**config.mk**
```make
export PLATFORM = sky130hd
export DESIGN_NAME = imdr_top
export DESIGN_NICKNAME = d
export VERILOG_FILES = /design/src/hw/imdr_pkg.sv /design/src/hw/imdr_lane_det.sv /design/src/hw/imdr_top.sv
export SDC_FILE = /design/constraint.sdc
export NUM_CORES = 1
export LEC_CHECK = 0
export ABC_AREA = 0
export BUFFER_PORTS_ARGS = -buffer_cell sky130_fd_sc_hd__buf_2
export CORE_MARGIN = 2
export CORE_UTILIZATION = 25
export CTS_CLUSTER_DIAMETER = 120
export CTS_CLUSTER_SIZE = 30
export DETAILED_ROUTE_END_ITERATION = 12
export PLACE_DENSITY = 0.53
export SETUP_SLACK_MARGIN = 0.3
export SYNTH_ARGS = -nofsm -noshare
export SYNTH_HDL_FRONTEND = slang
export SYNTH_SLANG_ARGS = --single-unit
```
**constraint.sdc**
```tcl
create_clock -name clock -period 6.23 [get_ports clock]
set_clock_uncertainty 0.05 [all_clocks]
set_input_delay 0.3115 -clock clock [delete_from_list [all_inputs] [get_ports clock]]
set_output_delay 0.3115 -clock clock [all_outputs]
set_load 0.005 [all_outputs]
```
**src/hw/imdr_pkg.sv**
```systemverilog
// Constants, lane layout and bus carrier for the DMA-completion interrupt mode registers
package imdr_pkg;

    localparam int ADDR_W   = 32;
    localparam int DATA_W   = 32;
    localparam int N_SRC    = 4;
    localparam int N_DMA_CH = 8;
    localparam int LANE_W   = 8;
    localparam int LVL_W    = 3;

    // Word holding sources 56..59 sits just below the 60..63 word
    localparam logic [ADDR_W-1:0] WORD_A_ADDR = 32'hFFFF_E038;
    localparam logic [ADDR_W-1:0] WORD_B_ADDR = 32'hFFFF_E03C;

    // Byte lane of the first handled source in each word
    localparam int LANE_A_BASE = 2;
    localparam int LANE_B_BASE = 0;
    // Handled sources per word
    localparam int SRC_PER_WORD = 2;

    // Field positions inside one byte lane
    localparam int LVL_LSB  = 0;
    localparam int DMA_BIT  = 4;
    localparam int EDGE_LSB = 5;
    localparam int EDGE_W   = 2;

    localparam logic [EDGE_W-1:0] EDGE_FALL = 2'h2;
    localparam logic [LVL_W-1:0]  LVL_OFF   = 3'h0;
    localparam logic [LANE_W-1:0] LANE_RST  = 8'h00;
    localparam logic [DATA_W-1:0] WORD_ZERO = 32'h0000_0000;
    // Bits 7 and 3 of every lane, plus lanes not implemented here
    localparam logic [DATA_W-1:0] WORD_A_RSVD = 32'h8888_FFFF;
    localparam logic [DATA_W-1:0] WORD_B_RSVD = 32'hFFFF_8888;

    typedef struct packed {
        logic [EDGE_W-1:0] edge_sel;
        logic              dma_trigger;
        logic [LVL_W-1:0]  level_or_chan;
    } imdr_lane_s;

    typedef struct packed {
        logic [ADDR_W-1:0] addr;
        logic [DATA_W-1:0] wdata;
        logic              wr_stb;
        logic              rd_stb;
    } imdr_bus_s;

    // Reserved lane bits are dropped on the way in
    function automatic imdr_lane_s lane_unpack(input logic [LANE_W-1:0] b);
        imdr_lane_s l;
        l.edge_sel      = b[EDGE_LSB +: EDGE_W];
        l.dma_trigger   = b[DMA_BIT];
        l.level_or_chan = b[LVL_LSB +: LVL_W];
        return l;
    endfunction

    function automatic logic [LANE_W-1:0] lane_pack(input imdr_lane_s l);
        logic [LANE_W-1:0] b;
        b                     = LANE_RST;
        b[EDGE_LSB +: EDGE_W] = l.edge_sel;
        b[DMA_BIT]            = l.dma_trigger;
        b[LVL_LSB +: LVL_W]   = l.level_or_chan;
        return b;
    endfunction

endpackage

```
**src/hw/imdr_lane_det.sv**
```systemverilog
// Falling-edge detector for one interrupt source lane
module imdr_lane_det (
    input  wire logic                 clock,
    input  wire logic                 rst_n,
    input  wire imdr_pkg::imdr_lane_s cfg,
    input  wire logic                 irq_in,
    output logic                      fall_hit
);
    import imdr_pkg::*;

    logic prev_r;

    // Cleared at reset so a source held low never fires without a high first
    always_ff @(posedge clock) begin
        if (!rst_n) begin
            prev_r <= 1'b0;
        end else begin
            prev_r <= irq_in;
        end
    end

    // Only code 10 detects; other codes leave the source silent
    assign fall_hit = (cfg.edge_sel == EDGE_FALL) && prev_r && !irq_in;

endmodule // imdr_lane_det

```
**src/hw/imdr_top.sv**
```systemverilog
// Interrupt mode words for DMA-completion sources 58..61, with request routing
// Operation
// - Two-bit active-state select per lane; code 10 detects falling edges.
// - Trigger bit 0: no DMA trigger; 1: source becomes a DMA trigger.
// - Trigger bit 0: three-bit field is priority; 000 off, 001..111 levels 1..7.
// - Trigger bit 1: same field picks DMA channel 0..7.
// - Source 58 lives in byte lane 2 of the preceding word.
// - Word E03C: source 60 bits 7:0, 61 bits 15:8; bits 7,3 read zero.
module imdr_top (
    input  wire logic                      clock,
    input  wire logic                      rst_n,
    input  wire imdr_pkg::imdr_bus_s       bus,
    output logic [imdr_pkg::DATA_W-1:0]    rd_data_r,
    input  wire logic                      dma_ch2_done_irq,
    input  wire logic                      dma_ch3_done_irq,
    input  wire logic                      dma_ch4_done_irq,
    input  wire logic                      dma_ch5_done_irq,
    output logic [imdr_pkg::N_SRC-1:0]     irq_req_r,
    output logic [imdr_pkg::N_SRC-1:0][imdr_pkg::LVL_W-1:0] irq_lvl_r,
    output logic [imdr_pkg::N_DMA_CH-1:0]  dma_trig_r
);
    import imdr_pkg::*;

    imdr_lane_s                lane_r [N_SRC];
    logic [N_SRC-1:0]          src_vec;
    logic [N_SRC-1:0]          hit;
    logic [N_SRC-1:0]          irq_nxt;
    logic [N_DMA_CH-1:0]       dma_nxt;
    logic                      sel_a;
    logic                      sel_b;

    // Request inputs come from on-chip DMA logic on this clock, no synchroniser
    assign src_vec = {dma_ch5_done_irq, dma_ch4_done_irq, dma_ch3_done_irq, dma_ch2_done_irq};
    assign sel_a   = (bus.addr == WORD_A_ADDR);
    assign sel_b   = (bus.addr == WORD_B_ADDR);

    // Image of one mode word as software reads it
    function automatic logic [DATA_W-1:0] word_image(input imdr_lane_s l0,
                                                     input imdr_lane_s l1,
                                                     input int base);
        logic [DATA_W-1:0] w;
        w = WORD_ZERO;
        w[LANE_W*base +: LANE_W]     = lane_pack(l0);
        w[LANE_W*(base+1) +: LANE_W] = lane_pack(l1);
        return w;
    endfunction

    // Register writes; lanes 0,1 = sources 58,59; lanes 2,3 = sources 60,61
    always_ff @(posedge clock) begin
        if (!rst_n) begin
            for (int i = 0; i < N_SRC; i++) begin
                lane_r[i] <= lane_unpack(LANE_RST);
            end
        end else if (bus.wr_stb) begin
            if (sel_a) begin
                lane_r[0] <= lane_unpack(bus.wdata[LANE_W*LANE_A_BASE +: LANE_W]);
                lane_r[1] <= lane_unpack(bus.wdata[LANE_W*(LANE_A_BASE+1) +: LANE_W]);
            end else if (sel_b) begin
                lane_r[2] <= lane_unpack(bus.wdata[LANE_W*LANE_B_BASE +: LANE_W]);
                lane_r[3] <= lane_unpack(bus.wdata[LANE_W*(LANE_B_BASE+1) +: LANE_W]);
            end
        end
    end

    // Read data stand for one cycle only; unmapped addresses read zero
    always_ff @(posedge clock) begin
        if (!rst_n) begin
            rd_data_r <= WORD_ZERO;
        end else if (bus.rd_stb) begin
            if (sel_a) begin
                rd_data_r <= word_image(lane_r[0], lane_r[1], LANE_A_BASE);
            end else if (sel_b) begin
                rd_data_r <= word_image(lane_r[2], lane_r[3], LANE_B_BASE);
            end else begin
                rd_data_r <= WORD_ZERO;
            end
        end else begin
            rd_data_r <= WORD_ZERO;
        end
    end

    genvar g;
    generate
        for (g = 0; g < N_SRC; g++) begin : g_lane
            imdr_lane_det u_det (
                .clock    (clock),
                .rst_n    (rst_n),
                .cfg      (lane_r[g]),
                .irq_in   (src_vec[g]),
                .fall_hit (hit[g])
            );
        end
    endgenerate

    // Split each detected edge into a CPU request, a DMA trigger, or nothing at level 000
    always_comb begin
        irq_nxt = '0;
        dma_nxt = '0;
        for (int i = 0; i < N_SRC; i++) begin
            if (hit[i]) begin
                if (lane_r[i].dma_trigger) begin
                    dma_nxt[lane_r[i].level_or_chan] = 1'b1;
                end else if (lane_r[i].level_or_chan != LVL_OFF) begin
                    irq_nxt[i] = 1'b1;
                end
            end
        end
    end

    // Level is shown continuously; priority resolution lives elsewhere
    always_ff @(posedge clock) begin
        if (!rst_n) begin
            irq_req_r <= '0;
            irq_lvl_r <= '0;
        end else begin
            irq_req_r <= irq_nxt;
            for (int i = 0; i < N_SRC; i++) begin
                irq_lvl_r[i] <= lane_r[i].dma_trigger ? LVL_OFF : lane_r[i].level_or_chan;
            end
        end
    end

    // Two sources may share a channel; their triggers merge into one pulse
    always_ff @(posedge clock) begin
        if (!rst_n) begin
            dma_trig_r <= '0;
        end else begin
            dma_trig_r <= dma_nxt;
        end
    end

    // Check helpers: lanes routed to the DMA side, lanes armed for a fall
    logic [N_SRC-1:0] routed;
    logic [N_SRC-1:0] armed;

    always_comb begin
        for (int i = 0; i < N_SRC; i++) begin
            routed[i] = lane_r[i].dma_trigger;
            armed[i]  = (lane_r[i].edge_sel == EDGE_FALL);
        end
    end

    generate
        for (g = 0; g < N_SRC; g++) begin : g_chk

        end
    endgenerate
endmodule // imdr_top

```
==> results.md <==
- The run finished with clean final reports.
- The estimated wirelength of the detail-placed design is 6020 µm.
- TritonCTS built the clock tree.
- In this run the deepest clock path goes through 2 buffers.
- On the final layout, the worst hold slack is 144 ps.
- The number of global-route vias before repair is 2542.
- The share of the yosys chip area belonging to registers is 0.559.
- The max-capacitance violation count is 0.
- The number of antenna diodes is 0.
- The min-delay analysis places its worst path in the category input pin to flip-flop.
- For this run, the total global-route usage over all layers was measured as 0.124.
- Clock-pin slew was measured on the worst setup and hold paths at 60 ps.
- Entering global routing, the biggest net connects 51 pins.
- After global routing the overflow that remains totals 0.
- The clock drives 76 sinks.
- The floorplan has 40 rows.
- The first routing iteration left 98 violations.
- In this run, CTS created clock tree buffers numbering 9.
- Walking the worst path, the cells encountered are buf_2, or4b_1, nor4_1, nand4_1, buf_4, o21ai_1.
- The area of combinational cells with multiple inputs is 1210 µm².
- The worst setup path is launched from an input pin.
- The total power divided by cell area is 282 nW/µm².
- Compared with the post-synthesis result, the final layout area differs by 32.1%.
- The global-route wire length before repair is 12600 µm.
- The switching fraction of total power is 0.206.
- The share of post-route cells with drive strength above 1 is 0.380.
- From bottom edge to top edge, the die measures 116 µm.
- The final critical-path required period is 3450 ps.
- The static leakage is 1.71 nW.
- The maximum single-stage delay on the critical path is 880 ps.
- The number of antenna violations at the first check in global routing is 0.
- By area the synthesized netlist is led by sky130_fd_sc_hd__dfxtp_1, sky130_fd_sc_hd__edfxtp_1, sky130_fd_sc_hd__nor4_2.
- The cell with the biggest individual delay on the critical path is sky130_fd_sc_hd__o21ai_1.
- The highest achievable clock rate is 290 MHz.
- The H-tree was split into 3 levels.
- The die covers 13500 µm².
- In the routed layout, each cell is associated on average with a via count of 4.44.
- In the finished design, the share of the clock period the worst path needs comes to 0.553.
- Wires add up to 8110 µm.
- The sum of negative setup slack is 0 ps.
- After clock tree synthesis, the setup repair step added 0 buffers.
- The number of fill cells is 1288.
- Clock latency on the worst-skew pair, taken at its later pin, is 330 ps.
- The synthesized netlist contains 37 unique library cells.
- The max-slew violation total from the final report came to 0.
- The count of nets left with antenna violations once routing finished came out at 0.
- The clock share of power is 0.486.
- The chip width is 116 µm.
- The average routed wire per standard cell is 14.2 µm.
- The number of endpoints with negative hold slack in the final report is 0.
- The root buffer selected by CTS is sky130_fd_sc_hd__clkbuf_16.
- The library cell with the highest instance count after synthesis is sky130_fd_sc_hd__dfxtp_1.
- STA classifies the critical path endpoint as a flip-flop.
- The worst pin sits at a relative slew slack of 0.254.
- The number of warnings reported in the yosys synthesis log is 0.
- Summed over all instances, the cell type with the most area after synthesis is sky130_fd_sc_hd__dfxtp_1.
- The congestion estimate from routability-driven global placement came to 0.673.
- The transition time at the pin with the least slew margin is 1120 ps.
- The number of instances resized during post-cts repair is 0.
- For this run, asynchronously set or reset flops after synthesis account for 0.
- The number of endpoints failing setup at the final stage is 0.
- For this design the total switching power over the nets is 0.242 mW.
- At the worst endpoint, the arrival time is 3340 ps.
- In this run, synthesis produced a sequential element count of 76.
- The share of total power dissipated in sequential elements is 0.457.
- The worst endpoint required time is 6130 ps.
- The worst-case IR drop observed on VDD is 0.000110 V.
- The synthesized cell area is 3150 µm².
- The boundary pin count is 128.
- The number of instances in the synthesized netlist is 295.
- The number of remaining DRC errors is 0.
- The share of synthesized area in the top cell type comes to 0.331.
- Setup repair after global routing left no endpoint under its margin.
- The dominant register cell in the synthesized netlist is sky130_fd_sc_hd__dfxtp_1.
- The number of enable flip-flop cells after synthesis is 24.
- The internal portion of the total power is 0.932 mW.
- The net count of the finished layout is 472.
- The highest net fanout along the worst path is 30.
- The fraction of power consumed by combinational cells is 0.056.
- A synthesized cell averages 10.7 µm².
- The sequential cell area is 1760 µm².
- The detailed router placed 2545 vias in this run.
- The core region is 12200 µm².
- Sorting the synthesized cells by how often they occur yields sky130_fd_sc_hd__dfxtp_1, sky130_fd_sc_hd__nand2_1, sky130_fd_sc_hd__nor3_1, sky130_fd_sc_hd__edfxtp_1.
- Hold repair after CTS inserted 0 buffers.
- The first detailed-routing pass took 5 iterations.
- The critical path is of the input pin to flip-flop type.
- The number of buffers inserted by port buffering is 111.
- The initial standard-cell utilization of the core is 0.259.
## path summary, 6_finish.rpt
check	depth (start not counted)	start	slack (ps)	endpoint
worst max-delay path	6	bus[35]	2780	lane_r[0][3]
worst min-delay path	2	dma_ch4_done_irq	140	g_lane[2].u_det.prev_r
worst max register to register	4	lane_r[0][4]	4220	dma_trig_r[4]
worst min register to register	2	lane_r[2][5]	480	rd_data_r[6]
## cell type report
cell class / instances / share of cell area
inverter: 18 / 0.0162
clock buffer: 14 / 0.0737
tap: 168 / 0.0505
sequential: 76 / 0.424
timing repair buffer: 112 / 0.135
clock inverter: 2 / 0.00842
multi-input combinational: 183 / 0.292
## routing by layer
layer  global-route usage  vias to the layer above  part of all wire
met5                    0                        -                 0
met4               0.0540                        0             0.015
met3               0.0394                        9             0.073
met2                0.196                      104              0.46
met1                0.156                     1183              0.45
li1                     -                     1249                 -
## metrics by stage
| step | instances | total power [mW] | utilization | setup WS [ps] | area, µm² |
|---|---|---|---|---|---|
| after floorplan | 302 | 0.581 | - | 3420 | 3180 |
| after global placement | 557 | 0.613 | 0.314 | 2420 | 3820 |
| after detailed placement | 557 | 0.614 | 0.314 | 2340 | 3820 |
| after CTS | 573 | 1.19 | 0.342 | 2690 | 4160 |
| after global routing | 573 | 1.22 | 0.342 | 2450 | 4160 |
| final | 573 | 1.17 | 0.342 | 2780 | 4160 |
## power groups by stage
stage          sequential, mW  clock (mW)  combinational, mW
3_3_place_gp            0.547           0             0.0658
3_5_place_dp            0.547           0             0.0672
5_1_grt                 0.539       0.610             0.0739
4_1_cts                 0.537       0.587             0.0673
6_report                0.537       0.571             0.0661
2_1_floorplan           0.542           0             0.0396
## cell usage in the layout (no fill, tap or decap), types with 2 or more instances in the layout
master                      Yosys  routed
sky130_fd_sc_hd__and2_1        18      18
sky130_fd_sc_hd__inv_1         18      18
sky130_fd_sc_hd__conb_1         1       8
sky130_fd_sc_hd__nor4b_2        7       7
sky130_fd_sc_hd__nand2b_1       2       2
sky130_fd_sc_hd__or2_2          2       2
sky130_fd_sc_hd__o21ai_0        4       2
sky130_fd_sc_hd__o22ai_1        4       4
sky130_fd_sc_hd__edfxtp_1      24      24
sky130_fd_sc_hd__clkbuf_16      0      11
sky130_fd_sc_hd__nor3b_1        2       2
sky130_fd_sc_hd__o31ai_1        2       2
sky130_fd_sc_hd__nand4_1        4       4
sky130_fd_sc_hd__dfxtp_1       52      52
sky130_fd_sc_hd__nand3_1        6       6
sky130_fd_sc_hd__nor4bb_1       2       2
sky130_fd_sc_hd__or3_1          3       3
sky130_fd_sc_hd__nor3_1        33      33
sky130_fd_sc_hd__nor4_1         2       2
sky130_fd_sc_hd__o311a_1        2       2
sky130_fd_sc_hd__clkbuf_8       0       2
sky130_fd_sc_hd__nor4_2        17      17
sky130_fd_sc_hd__o21ai_1        0       2
sky130_fd_sc_hd__nor2b_1        5       5
sky130_fd_sc_hd__buf_2          3     111
sky130_fd_sc_hd__nand2_1       33      33
sky130_fd_sc_hd__a221o_1        6       6
sky130_fd_sc_hd__nand4bb_1      2       2
sky130_fd_sc_hd__nand3b_1       5       5
sky130_fd_sc_hd__nor2_1         7       7
## sequential cells by signal (all words and copies together), names as in the netlist
name,flops
lane_r,24
rd_data_r,24
irq_lvl_r,12
dma_trig_r,8
g_lane.u_det.prev_r,4
irq_req_r,4
## critical path, delay by kind of cell
family	cells	cell delay (ps)
AOI/OAI and AO/OA	1	880
buffers and inverters	2	660
and+or+nand+nor	3	1470
## cell families (layout without fill, tap and decap cells)
kind of cell           count (synthesis)  in the layout  synth area share
AND/OR/NAND/NOR                      155            155             0.326
AO/OA/AOI/OAI                         20             20            0.0501
buffers and inverters                 43            146            0.0632
flip-flops                            76             76             0.559
other                                  1              8           0.00119
(Power assumes the default switching activity.)
